===== src/hw/pmbus_page_pkg.sv =====
package pmbus_page_pkg;
	// command codes of the locally held words and of the forwarded commands the logic decodes
	localparam logic [7:0] CMD_PAGE = 8'h00;
	localparam logic [7:0] CMD_OPERATION = 8'h01;
	localparam logic [7:0] CMD_ON_OFF_CONFIG = 8'h02;
	localparam logic [7:0] CMD_CLEAR_FAULTS = 8'h03;
	localparam logic [7:0] CMD_WRITE_PROTECT = 8'h10;
	localparam logic [7:0] CMD_STORE_USER_ALL = 8'h15;
	localparam logic [7:0] CMD_AUX_HOST_COMMAND = 8'hc8;
	localparam logic [7:0] CMD_AUX_HOST0_DATA = 8'hc9;
	localparam logic [7:0] CMD_AUX_HOST1_DATA = 8'hca;
	localparam logic [7:0] CMD_GLOBAL_PAGE_MASK = 8'he4;
	localparam logic [7:0] CMD_BUS_BASE_ADDRESS = 8'he6;
	// page selector values
	localparam logic [7:0] PAGE_CHAN0 = 8'h00;
	localparam logic [7:0] PAGE_CHAN1 = 8'h01;
	localparam logic [7:0] PAGE_GLOBAL = 8'hff;
	// reset values
	localparam logic [7:0] PAGE_RESET = 8'h00;
	localparam logic [7:0] WRITE_PROTECT_RESET = 8'h00;
	localparam logic [1:0] GLOBAL_MASK_RESET = 2'h3;
	localparam logic [6:0] BASE_ADDRESS_RESET = 7'h5c;
	localparam logic [15:0] AUX_WORD_RESET = 16'h0000;
	// write protect encodings
	localparam logic [7:0] WP_LEVEL1 = 8'h80;
	localparam logic [7:0] WP_LEVEL2 = 8'h40;
	// field layout
	localparam int MASK_CHAN0_BIT = 0;
	localparam int MASK_CHAN1_BIT = 1;
	localparam int BASE_ADDR_WIDTH = 7;
	localparam logic [3:0] ADDR_OFFSET_MAX = 4'h8;
	// data formats
	localparam logic [1:0] FMT_REGISTER = 2'h0;
	localparam logic [1:0] FMT_LINEAR_5_11 = 2'h1;
	localparam logic [1:0] FMT_LINEAR_16U = 2'h2;
	localparam int L11_EXP_MSB = 15;
	localparam int L11_EXP_LSB = 11;
	localparam int L11_MANT_MSB = 10;
	localparam logic signed [4:0] L16_EXPONENT = -5'sd13;
	// answer to a paged read on the global page
	localparam logic [15:0] UNDEFINED_READ = 16'hffff;
endpackage


===== src/hw/linear_format_decode.sv =====
`timescale 1ns/10ps
module linear_format_decode
	import pmbus_page_pkg::*;
(
	input wire logic [15:0] raw_word,
	input wire logic [1:0] format_sel,
	output logic signed [16:0] mantissa,
	output logic signed [4:0] exponent
);
	always_comb begin
		mantissa = 17'sd0;
		exponent = 5'sd0;
		if (format_sel == FMT_LINEAR_5_11) begin
			mantissa = 17'(signed'(raw_word[L11_MANT_MSB:0]));
			exponent = signed'(raw_word[L11_EXP_MSB:L11_EXP_LSB]);
		end else if (format_sel == FMT_LINEAR_16U) begin
			mantissa = signed'({1'b0, raw_word});
			exponent = L16_EXPONENT;
		end else begin
			mantissa = signed'({1'b0, raw_word});
			exponent = 5'sd0;
		end
	end
endmodule


===== src/hw/pmbus_page_addressing.sv =====
`timescale 1ns/10ps
// Notes on behaviour
// - page 0x00 steers paged commands to channel 0, 0x01 to channel 1.
// - global page writes reach every channel whose mask bit is set, together.
// - only clear faults, operation and on/off config accept the global page.
// - paged read on global page returns junk and raises the communication fault.
// - unsupported paged write on global page is dropped and raises the fault.
// - other page values are reserved; host avoids them, device gives no meaning.
// - 5+11 linear: signed 11-bit mantissa low, signed 5-bit exponent high.
// - 16-bit unsigned linear: unsigned mantissa, fixed exponent of minus 13.
// - register format carries 16 or 8 raw bits defined per command.
// - write protect byte: not paged, read/write, resets 0x00, storable.
// - global page mask byte: not paged, read/write, resets 0x03, storable.
// - one shared read/write command word for all auxiliary hosts.
// - separate read/write data words for auxiliary host 0 and host 1.
// - mask bit 0 gates channel 0, bit 1 channel 1; clear means ignore.
// - bus address is base address plus select offset 0 to 8.
// - 0x80 blocks all but few writes; 0x40 selects looser level 2.
module pmbus_page_addressing
	import pmbus_page_pkg::*;
#(
	parameter logic [7:0] STORAGE_UNLOCK_CODE = 8'hbd,
	parameter logic [7:0] CLEAR_ENERGY_CODE = 8'hbe,
	parameter logic [7:0] PG_GPO_CODE = 8'hbf
)
(
	input wire logic clk,
	input wire logic rst_n,
	input wire logic cmd_valid,
	input wire logic cmd_write,
	input wire logic [7:0] cmd_code,
	input wire logic [15:0] cmd_wdata,
	input wire logic cmd_paged,
	input wire logic [1:0] cmd_format,
	input wire logic [15:0] chan0_rdata,
	input wire logic [15:0] chan1_rdata,
	input wire logic [15:0] common_rdata,
	input wire logic write_protect_pin,
	input wire logic address_select_high_input,
	input wire logic address_select_low_input,
	input wire logic [3:0] address_offset,
	output logic rsp_valid,
	output logic [15:0] rsp_data,
	output logic [1:0] chan_cmd_valid,
	output logic common_cmd_valid,
	output logic chan_cmd_write,
	output logic [7:0] chan_cmd_code,
	output logic [15:0] chan_cmd_wdata,
	output logic signed [16:0] value_mantissa,
	output logic signed [4:0] value_exponent,
	output logic cml_fault,
	output logic [7:0] page_select,
	output logic [7:0] write_protect_level,
	output logic [1:0] global_page_channel_mask,
	output logic [6:0] bus_address
);
	import pmbus_page_pkg::*;

	logic [7:0] channel_page_select;
	logic [7:0] wp_level;
	logic [15:0] aux_host_command_word;
	logic [15:0] aux_host0_data_word;
	logic [15:0] aux_host1_data_word;
	logic [1:0] page_mask;
	logic [6:0] bus_base_address;
	logic [7:0] next_page;
	logic [7:0] next_wp;
	logic [15:0] next_aux_cmd;
	logic [15:0] next_aux0;
	logic [15:0] next_aux1;
	logic [1:0] next_mask;
	logic [6:0] next_base;
	logic next_cml;
	logic next_rsp_valid;
	logic [15:0] next_rsp_data;
	logic [1:0] next_chan_valid;
	logic next_common_valid;
	logic [6:0] next_bus_address;
	logic signed [16:0] dec_mantissa;
	logic signed [4:0] dec_exponent;
	logic local_cmd;
	logic global_ok;
	logic level1;
	logic level2;
	logic wp_exempt;
	logic blocked;
	logic do_write;
	logic cml_set;
	logic cml_clear;
	logic [3:0] sel_offset;

	linear_format_decode u_decode (
		.raw_word(cmd_wdata),
		.format_sel(cmd_format),
		.mantissa(dec_mantissa),
		.exponent(dec_exponent)
	);

	always_comb begin
		local_cmd = (cmd_code == CMD_PAGE) || (cmd_code == CMD_WRITE_PROTECT) ||
			(cmd_code == CMD_AUX_HOST_COMMAND) || (cmd_code == CMD_AUX_HOST0_DATA) ||
			(cmd_code == CMD_AUX_HOST1_DATA) || (cmd_code == CMD_GLOBAL_PAGE_MASK) ||
			(cmd_code == CMD_BUS_BASE_ADDRESS);
		global_ok = (cmd_code == CMD_CLEAR_FAULTS) || (cmd_code == CMD_OPERATION) ||
			(cmd_code == CMD_ON_OFF_CONFIG);
		// strictest of pin and register wins
		level1 = (wp_level == WP_LEVEL1);
		level2 = !level1 && ((wp_level == WP_LEVEL2) || write_protect_pin);
		wp_exempt = (cmd_code == CMD_WRITE_PROTECT) || (cmd_code == CMD_PAGE) ||
			(cmd_code == STORAGE_UNLOCK_CODE) || (cmd_code == CMD_STORE_USER_ALL) ||
			(cmd_code == CMD_AUX_HOST_COMMAND);
		blocked = 1'b0;
		if (level1) begin
			blocked = !wp_exempt;
		end else if (level2) begin
			blocked = !(wp_exempt || (cmd_code == CMD_OPERATION) ||
				(cmd_code == CMD_GLOBAL_PAGE_MASK) || (cmd_code == CLEAR_ENERGY_CODE) ||
				(cmd_code == PG_GPO_CODE) || (cmd_code == CMD_CLEAR_FAULTS));
		end
		do_write = cmd_valid && cmd_write && !blocked;
		sel_offset = {address_select_high_input, address_select_low_input, 2'b00} |
			address_offset;
		if (sel_offset > ADDR_OFFSET_MAX) begin
			sel_offset = ADDR_OFFSET_MAX;
		end
	end

	always_comb begin
		next_page = channel_page_select;
		next_wp = wp_level;
		next_aux_cmd = aux_host_command_word;
		next_aux0 = aux_host0_data_word;
		next_aux1 = aux_host1_data_word;
		next_mask = page_mask;
		next_base = bus_base_address;
		next_rsp_valid = cmd_valid && !cmd_write;
		next_rsp_data = 16'h0000;
		next_chan_valid = 2'b00;
		next_common_valid = 1'b0;
		cml_set = 1'b0;
		cml_clear = 1'b0;
		if (cmd_valid && local_cmd) begin
			if (cmd_write) begin
				if (do_write) begin
					if (cmd_code == CMD_PAGE) begin
						next_page = cmd_wdata[7:0];
					end else if (cmd_code == CMD_WRITE_PROTECT) begin
						next_wp = cmd_wdata[7:0];
					end else if (cmd_code == CMD_AUX_HOST_COMMAND) begin
						next_aux_cmd = cmd_wdata;
					end else if (cmd_code == CMD_AUX_HOST0_DATA) begin
						next_aux0 = cmd_wdata;
					end else if (cmd_code == CMD_AUX_HOST1_DATA) begin
						next_aux1 = cmd_wdata;
					end else if (cmd_code == CMD_GLOBAL_PAGE_MASK) begin
						next_mask = cmd_wdata[1:0];
					end else begin
						next_base = cmd_wdata[6:0];
					end
				end
			end else begin
				// 8-bit words sit low, upper bits zero
				if (cmd_code == CMD_PAGE) begin
					next_rsp_data = {8'h00, channel_page_select};
				end else if (cmd_code == CMD_WRITE_PROTECT) begin
					next_rsp_data = {8'h00, wp_level};
				end else if (cmd_code == CMD_AUX_HOST_COMMAND) begin
					next_rsp_data = aux_host_command_word;
				end else if (cmd_code == CMD_AUX_HOST0_DATA) begin
					next_rsp_data = aux_host0_data_word;
				end else if (cmd_code == CMD_AUX_HOST1_DATA) begin
					next_rsp_data = aux_host1_data_word;
				end else if (cmd_code == CMD_GLOBAL_PAGE_MASK) begin
					next_rsp_data = {14'h0000, page_mask};
				end else begin
					next_rsp_data = {9'h000, bus_base_address};
				end
			end
		end else if (cmd_valid && cmd_paged) begin
			if (channel_page_select == PAGE_CHAN0) begin
				next_chan_valid = {1'b0, cmd_write ? do_write : 1'b1};
				next_rsp_data = chan0_rdata;
			end else if (channel_page_select == PAGE_CHAN1) begin
				next_chan_valid = {cmd_write ? do_write : 1'b1, 1'b0};
				next_rsp_data = chan1_rdata;
			end else if (channel_page_select == PAGE_GLOBAL) begin
				if (!cmd_write) begin
					next_rsp_data = UNDEFINED_READ;
					cml_set = 1'b1;
				end else if (!global_ok) begin
					cml_set = 1'b1;
				end else if (do_write) begin
					next_chan_valid = page_mask;
				end
			end
			// reserved page values reach no channel and read as zero
		end else if (cmd_valid) begin
			next_common_valid = cmd_write ? do_write : 1'b1;
			next_rsp_data = common_rdata;
		end
		if (do_write && (cmd_code == CMD_CLEAR_FAULTS)) begin
			cml_clear = 1'b1;
		end
		// a new fault outweighs a clear in the same cycle
		next_cml = cml_set || (cml_fault && !cml_clear);
		next_bus_address = 7'(bus_base_address + {3'b000, sel_offset});
	end

	always_ff @(posedge clk or negedge rst_n) begin
		if (!rst_n) begin
			channel_page_select <= PAGE_RESET;
			wp_level <= WRITE_PROTECT_RESET;
			aux_host_command_word <= AUX_WORD_RESET;
			aux_host0_data_word <= AUX_WORD_RESET;
			aux_host1_data_word <= AUX_WORD_RESET;
			page_mask <= GLOBAL_MASK_RESET;
			bus_base_address <= BASE_ADDRESS_RESET;
			cml_fault <= 1'b0;
			rsp_valid <= 1'b0;
			rsp_data <= 16'h0000;
			chan_cmd_valid <= 2'b00;
			common_cmd_valid <= 1'b0;
			chan_cmd_write <= 1'b0;
			chan_cmd_code <= 8'h00;
			chan_cmd_wdata <= 16'h0000;
			value_mantissa <= 17'sd0;
			value_exponent <= 5'sd0;
			bus_address <= BASE_ADDRESS_RESET;
		end else begin
			channel_page_select <= next_page;
			wp_level <= next_wp;
			aux_host_command_word <= next_aux_cmd;
			aux_host0_data_word <= next_aux0;
			aux_host1_data_word <= next_aux1;
			page_mask <= next_mask;
			bus_base_address <= next_base;
			cml_fault <= next_cml;
			rsp_valid <= next_rsp_valid;
			rsp_data <= next_rsp_data;
			chan_cmd_valid <= next_chan_valid;
			common_cmd_valid <= next_common_valid;
			chan_cmd_write <= cmd_valid && cmd_write;
			chan_cmd_code <= cmd_code;
			chan_cmd_wdata <= cmd_wdata;
			value_mantissa <= dec_mantissa;
			value_exponent <= dec_exponent;
			bus_address <= next_bus_address;
		end
	end

	// stored copies for nonvolatile save
	assign page_select = channel_page_select;
	assign write_protect_level = wp_level;
	assign global_page_channel_mask = page_mask;

	a_chan0_route: assert property (@(posedge clk) disable iff (!rst_n)
		cmd_valid && !local_cmd && cmd_paged && !cmd_write &&
		channel_page_select == PAGE_CHAN0
		|=> chan_cmd_valid == 2'b01 && rsp_data == $past(chan0_rdata))
		else $error("page 0 read not routed to channel 0");
	a_global_write: assert property (@(posedge clk) disable iff (!rst_n)
		cmd_valid && cmd_write && cmd_paged && !local_cmd && global_ok && !blocked &&
		channel_page_select == PAGE_GLOBAL
		|=> chan_cmd_valid == $past(page_mask))
		else $error("global write did not follow the mask");
	a_global_only: assert property (@(posedge clk) disable iff (!rst_n)
		cmd_valid && cmd_paged && !local_cmd && !global_ok &&
		channel_page_select == PAGE_GLOBAL
		|=> chan_cmd_valid == 2'b00 && cml_fault)
		else $error("unsupported global command reached a channel");
	a_global_read: assert property (@(posedge clk) disable iff (!rst_n)
		cmd_valid && !cmd_write && cmd_paged && !local_cmd &&
		channel_page_select == PAGE_GLOBAL
		|=> rsp_valid && rsp_data == UNDEFINED_READ && cml_fault)
		else $error("global paged read gave no fault");
	a_cml_sticky: assert property (@(posedge clk) disable iff (!rst_n)
		cml_fault && !(cmd_valid && cmd_write && cmd_code == CMD_CLEAR_FAULTS)
		|=> cml_fault)
		else $error("communication fault dropped without a clear");
	a_l16_exponent: assert property (@(posedge clk) disable iff (!rst_n)
		cmd_format == FMT_LINEAR_16U
		|=> value_exponent == -5'sd13 && value_mantissa >= 17'sd0)
		else $error("unsigned linear decode wrong");
	a_l11_fields: assert property (@(posedge clk) disable iff (!rst_n)
		cmd_format == FMT_LINEAR_5_11
		|=> value_exponent == $signed($past(cmd_wdata[15:11])) &&
		value_mantissa[10:0] == $past(cmd_wdata[10:0]))
		else $error("5+11 linear decode wrong");
	a_level1_block: assert property (@(posedge clk) disable iff (!rst_n)
		wp_level == WP_LEVEL1 && cmd_valid && cmd_write &&
		cmd_code == CMD_GLOBAL_PAGE_MASK
		|=> $stable(page_mask))
		else $error("level 1 protection let a write through");
	a_address_sum: assert property (@(posedge clk) disable iff (!rst_n)
		$stable(bus_base_address) && $stable(sel_offset)
		|=> bus_address == 7'($past(bus_base_address) + $past(sel_offset)))
		else $error("bus address is not base plus offset");
	a_page_hold: assert property (@(posedge clk) disable iff (!rst_n)
		!(cmd_valid && cmd_write && cmd_code == CMD_PAGE)
		|=> $stable(channel_page_select))
		else $error("page selector changed without a write");
endmodule


===== config.mk =====
export PLATFORM = sky130hd
export DESIGN_NAME = pmbus_page_addressing
export DESIGN_NICKNAME = d
export VERILOG_FILES = /design/src/hw/pmbus_page_pkg.sv /design/src/hw/linear_format_decode.sv /design/src/hw/pmbus_page_addressing.sv
export SDC_FILE = /design/constraint.sdc
export NUM_CORES = 1
export LEC_CHECK = 0
export ABC_AREA = 1
export ABC_CLOCK_PERIOD_IN_PS = 2250
export BUFFER_PORTS_ARGS = -buffer_cell sky130_fd_sc_hd__buf_2
export CORE_MARGIN = 2
export CORE_UTILIZATION = 47
export DETAILED_ROUTE_END_ITERATION = 10
export PLACE_DENSITY = 0.7
export SLEW_MARGIN = 10
export SYNTH_ARGS = -nofsm -noshare
export SYNTH_HDL_FRONTEND = slang
export SYNTH_HIERARCHICAL = 1
export SYNTH_SLANG_ARGS = --single-unit

===== constraint.sdc =====
create_clock -name clk -period 2.25 [get_ports clk]
set_input_delay 0 -clock clk [delete_from_list [all_inputs] [get_ports clk]]
set_output_delay 0 -clock clk [all_outputs]
set_load 0.05 [all_outputs]

* After elaboration in Yosys (flattened, before gate mapping)
Index checks and enable logic that the tools add are counted.
Cells by class: multiplexer cells 40, add/sub/neg operators 1, $lt $le $gt $ge 1, eq/ne operators 19, reduce and logical (&&, ||, !) cells 41, bitwise logic cells 7
Operators by type and width (count):
- $mux 16 | 13
- $eq 8x8->1 const B | 10
- $logic_or 1x1->1 | 18
- $reduce_and 9->1 | 2
- $mux 17 | 1
- $eq 8x1->1 const B | 2
- $eq 8x2->1 const B | 2
- $eq 8x5->1 const B | 2
- $logic_not 8->1 | 2
- $mux 2 | 8
- $mux 1 | 14
- $mux 5 | 2
- $eq 8x7->1 const B | 1
- $logic_and 1x1->1 | 8
- $reduce_and 8->1 | 1
- $add 7x4->7 | 1
- $mux 7 | 1
- $reduce_and 7->1 | 1
- $logic_not 1->1 | 6
- $not 1->1 | 6
- $reduce_and 6->1 | 1
- $reduce_and 5->1 | 1
- $gt 4x4->1 const B | 1
- $mux 4 | 1
- other kinds (4) | 4
Word-level totals: bits in registers 148, word-level logic and storage cells 127, output and inout bits 93, input bits 86

* Longest topological paths before layout
depth in word-level cells 23, gate-level depth with buffers 15, mapped depth without buffers 13

* Hierarchy
The synthesis kept the hierarchy.
By module, submodules not included:
- pmbus_page_addressing | cells each 777, instances 1, area each 6616.3 um2, sequential area each 3716.1 um2
- linear_format_decode | cells each 37, instances 1, area each 185.2 um2, sequential area each 0.0 um2

* Worst setup path before layout
Ideal clock, no wire load.
path type register to register, start point register wp_level[7], in the netlist write_protect_level[7], end point register aux_host0_data_word[10], data required time 2.134 ns, path buffers 1, period minus slack after synthesis 1.965 ns, path slack 0.285 ns, library setup time 0.116 ns, cell stages (with the launch flop) 15, arrival time 1.848 ns, cell sequence dfrtp_1 > inv_1 > nand2_1 > nor2_1 > nand2_1 > nand2_1 > nand4_1 > nand2_1 > nand2_2 > nand3_2 > nor2_4 > inv_2 > buf_2 > nand2_1 > nand2_1
Between the ends: cells in the longest elaborated chain, start to end 8, elaborated cells on any way between the ends 10, classes of those cells eq/ne (2); mux (2); reduce/logical (6)
RTL lines:
- start, declared | line pmbus_page_addressing.sv:60 | logic [7:0] wp_level;
- start signal, assigned | line pmbus_page_addressing.sv:231 | wp_level <= next_wp;
- $eq 8x8->1 or $eq 8x7->1 (tied branches) | line pmbus_page_addressing.sv:107, pmbus_page_addressing.sv:108
- $logic_not 1->1 or $logic_or 1x1->1 (tied branches) | line pmbus_page_addressing.sv:108 | level2 = !level1 && ((wp_level == WP_LEVEL2) || write_protect_pin);
- $logic_and 1x1->1 | line pmbus_page_addressing.sv:108
- $mux 1 | line pmbus_page_addressing.sv:115 | end else if (level2) begin
- $mux 1 (*) | line pmbus_page_addressing.sv:113 | if (level1) begin
- $logic_not 1->1 (*) | line pmbus_page_addressing.sv:120 | do_write = cmd_valid && cmd_write && !blocked;
- $logic_and 1x1->1 (*) | line pmbus_page_addressing.sv:120
- $reduce_and 7->1 (no source line) (*)
- end signal, assigned | line pmbus_page_addressing.sv:233 | aux_host0_data_word <= next_aux0;
- end, declared | line pmbus_page_addressing.sv:62 | logic [15:0] aux_host0_data_word;
Mark *: on every way between the ends. The rest lies on a longest branch, timed or not. A chain may end at the register's enable or synchronous reset.

* Worst setup path after layout
start point register channel_page_select[7], in the netlist page_select[7], end point register rsp_data[5]
Between the ends: cells in the longest elaborated chain, start to end 6, elaborated cells on any way between the ends 8, classes of those cells eq/ne (2); mux (5); reduce/logical (1)
RTL lines:
- start, declared | line pmbus_page_addressing.sv:59 | logic [7:0] channel_page_select;
- start signal, assigned | line pmbus_page_addressing.sv:230 | channel_page_select <= next_page;
- $eq 8x8->1 | line pmbus_page_addressing.sv:186 | end else if (channel_page_select == PAGE_GLOBAL) begin
- $mux 16 | line pmbus_page_addressing.sv:186
- $mux 16 | line pmbus_page_addressing.sv:183 | end else if (channel_page_select == PAGE_CHAN1) begin
- $mux 16 (*) | line pmbus_page_addressing.sv:180 | if (channel_page_select == PAGE_CHAN0) begin
- $mux 16 (*) | line pmbus_page_addressing.sv:179 | end else if (cmd_valid && cmd_paged) begin
- $mux 16 (*) | line pmbus_page_addressing.sv:142 | if (cmd_valid && local_cmd) begin
- net next_rsp_data[5] | line pmbus_page_addressing.sv:75 | logic [15:0] next_rsp_data;
- end signal, assigned | line pmbus_page_addressing.sv:239 | rsp_data <= next_rsp_data;
- end, declared | line pmbus_page_addressing.sv:43 | output logic [15:0] rsp_data,
The timed path passes the listed nets; every way through them passes the cells marked *.

==> impl_metrics.toml <==
[outcome]
status = "finished, final reports clean"

[power]
ir_worst_vdd_uv = 636
internal_power_mw = 4.93
p_sw_mw = 1.94
power.density_mw_per_mm2 = 736
switching_share = 0.282
pwr-share-comb = 0.164
p_leak_nw = 4.97
p_seq_frac = 0.416
power.total_mw = 6.87
clockPowerShare = 0.419

[timing]
clock_skew_ps = 8.87
final-setup-viol-count = 0
finalHoldViolCount = 0
max_freq_ghz = 0.474
slew_headroom = 0.656
tns_ps = 0
drv_slew = 0
period_minus_slack_ps = 2110
rsz0062_at_grt = "no"
hold_ws_ps = 23.6
worst_pin_slew_ps = 513
finalCritPeriodShare = 0.937

[worst_setup_path]
ff2ff_path_depth = 11
path_class = "flop to flop"
endpoint_kind = "flop"
ff2ff_setup_slack_ps = 140
cp-start-kind = "flop"
regToRegStartpoint = "page_select[7]"
critical_path.max_fanout = 13
worstPathArrival_ps = 2420
reg2reg_to = "rsp_data[5]"
worstPathRequired_ps = 2560

[global_routing]
grt_pass1_wl_um = 32600
grt_max_degree = 90
antenna_found_initial = 0
grt-ovfl-total = 0
grt_pass1_vias = 6379
grt_usage = 0.265

[logic_synthesis]
yosysSeqAreaShare = 0.546
synth.net_count = 905
synth_cell_type_count = 42
yosys-top-cells-area = "dfrtp_1 51%, nand2_1 17%, inv_1 4.1%"
syn_area_mm2 = 0.00680
synth_top_area_frac = 0.508
ys_seq_elements = 148
synth_top_area_cell = "dfrtp_1"
ys_warn_count = 6
synth_area_per_cell_um2 = 8.36
syn_inst = 814

[routing]
num_vias = 6459
vias_per_cell = 5.07
antenna_left = 0
post-route-drc-count = 0
wl_per_cell_um = 15.9
drtPass1Iterations = 5
drt-total-wl_um = 20200
first_iter_violations = 555

[die]
start_util = 0.486
pin_count = 179
rows = 43
fp.coreArea_mm2 = 0.0140
die_h_um = 124
die_w_um = 124
dieArea_mm2 = 0.0154

[place]
dp_hpwl_um = 13500
port_buffers = 178
place_area_mm2 = 0.00791
gp_congestion = 0.921
dpl.cell_count = 1162

[clock_tree]
clk_pin_slew_ps = 60
insertion_delay_ps = 420
cts_sinks = 148
cts_buffer_depth = 2
cts_root_buffer = "clkbuf_16"
cts_tree = "yes"
cts_inserted_buffers = 17
h-tree-depth = 4

[layout]
drive_gt1_frac = 0.258
fin_nets = 1171
stdcell_count = 1273
antenna_cells = 0
post-route-cell-area_mm2 = 0.00933
syn2layout_area_growth_pct = 37.2

[min_path]
min_path_type = "input pin to flop"
worstHoldPathCells = 7
min-delay-start = "chan0_rdata[4]"
min_to = "rsp_data[4]"

[run]
drv_cap = 0
-- worst max-delay path, stage by stage, from the launching register on --
cell	delay [ps]
dfrtp_1	430
inv_1	80
nand4_1	160
inv_1	60
nand2_1	90
inv_2	80
buf_6	160
nand2_1	60
nand3_1	70
dlygate4sd3_1	580
a22oi_1	170
nand2_1	70
-- cells in the final DEF, fill, tap and decap left out, types with 5 or more instances in the layout --
cell	instances
nand3_1	49
or2_2	5
o21ai_1	17
nand2_2	12
nor2_1	40
nand2_1	309
dfrtp_1	138
a22oi_1	11
buf_4	18
clkbuf_16	17
o211ai_1	9
nand4_1	8
o21ai_0	33
buf_2	177
nor2_4	6
dlygate4sd3_1	75
dfstp_2	10
inv_2	7
a21oi_1	16
inv_1	74
-- state kept, by name, indices dropped and copies added, names as in the netlist --
name and flops:
common_cmd_valid 1, bus_base_address 7, bus_address 7, chan_cmd_wdata 16, value_exponent 5, page_select 8
global_page_channel_mask 2, rsp_data 16, rsp_valid 1, chan_cmd_write 1, aux_host_command_word 16, value_mantissa 17
aux_host0_data_word 16, aux_host1_data_word 16, write_protect_level 8, chan_cmd_code 8, chan_cmd_valid 2, cml_fault 1
-- synthesized netlist by cell type --
| cell type | instances |
|---|---|
| nor2_1 | 42 |
| o21bai_1 | 2 |
| inv_4 | 1 |
| a211oi_1 | 1 |
| nand3_1 | 49 |
| or2_2 | 5 |
| a21boi_0 | 1 |
| nand4_1 | 8 |
| inv_2 | 7 |
| nor2_4 | 3 |
| nand2_1 | 310 |
| nand2_2 | 11 |
| buf_6 | 2 |
| clkbuf_1 | 6 |
| nand3b_1 | 1 |
| buf_1 | 1 |
| ha_1 | 4 |
| dfstp_2 | 10 |
| o21ai_1 | 17 |
| o31ai_1 | 2 |
| xor2_1 | 4 |
| nand3_4 | 2 |
| a31oi_1 | 2 |
| o2111ai_1 | 1 |
| a21oi_4 | 1 |
| inv_1 | 74 |
| buf_2 | 5 |
| dfrtp_1 | 138 |
| o22ai_1 | 4 |
| xnor2_1 | 1 |
| a21oi_1 | 16 |
| o21ai_0 | 33 |
| nor2_2 | 4 |
| a22oi_1 | 11 |
| fa_1 | 1 |
| clkinv_1 | 2 |
| nor4_2 | 1 |
| nor3_1 | 4 |
| buf_4 | 16 |
| nand2_4 | 1 |
| o211ai_1 | 9 |
| nand3_2 | 1 |
-- cells by family (layout without fill, tap and decap cells) --
kind of cell,count (synthesis),count (layout),share of synthesized area
simple gates,442,443,0.275
flops,148,148,0.546
buf+inv,114,392,0.0752
xor+xnor,5,5,0.00644
compound gates,100,100,0.0865
fa+ha+maj,5,5,0.0103
-- area by class of cell --
cell class | count | area (um2)
flip-flops and latches | 148 | 3720
inverters | 84 | 319
clock inverters | 11 | 153
multi-input cells | 553 | 2600
clock buffers | 21 | 450
fillers | 1143 | 4660
well taps | 180 | 225
repair buffers | 276 | 1870
-- stage by stage --
stage / setup WS, ps / utilization
5_1_grt: 6.56 / 0.667
6_report: 141 / 0.667
2_1_floorplan: 285 / -
3_3_place_gp: 164 / 0.565
3_5_place_dp: 141 / 0.565
4_1_cts: 22.3 / 0.662
-- worst max-delay path by stage --
stage | to | from | depth (start not counted) | slack [ps]
after global routing | rsp_data[5] | page_select[2] | 11 | 7
after floorplan | aux_host0_data_word[10] | write_protect_level[7] | 14 | 290
after CTS | rsp_data[5] | page_select[7] | 11 | 20
final | rsp_data[5] | page_select[7] | 11 | 140
after global placement | page_select[5] | cmd_code[0] | 13 | 160
after detailed placement | page_select[4] | cmd_code[2] | 13 | 140
-- power groups by stage --
stage               Clock (mW)  Sequential (mW)  Combinational (mW)
floorplan                    0             3.31               0.250
global placement             0             2.90                1.01
detailed placement           0             2.91                1.02
CTS                       2.92             2.86                1.12
global route              3.04             2.87                1.21
finish                    2.88             2.86                1.13
-- timing repair --
item,CTS,global route
setup buffers,0,3
gates resized for setup,0,10
setup endpoints to repair,0,34
hold endpoints to repair,277,0
hold buffers,75,0
-- per-layer routing --
layer,up-vias,global-route usage,routed length (um)
li1,3114,-,-
met1,3030,0.351,8550
met2,263,0.425,9690
met3,52,0.0644,1390
met4,0,0.101,609
met5,-,0,0
(Power assumes the default switching activity.)
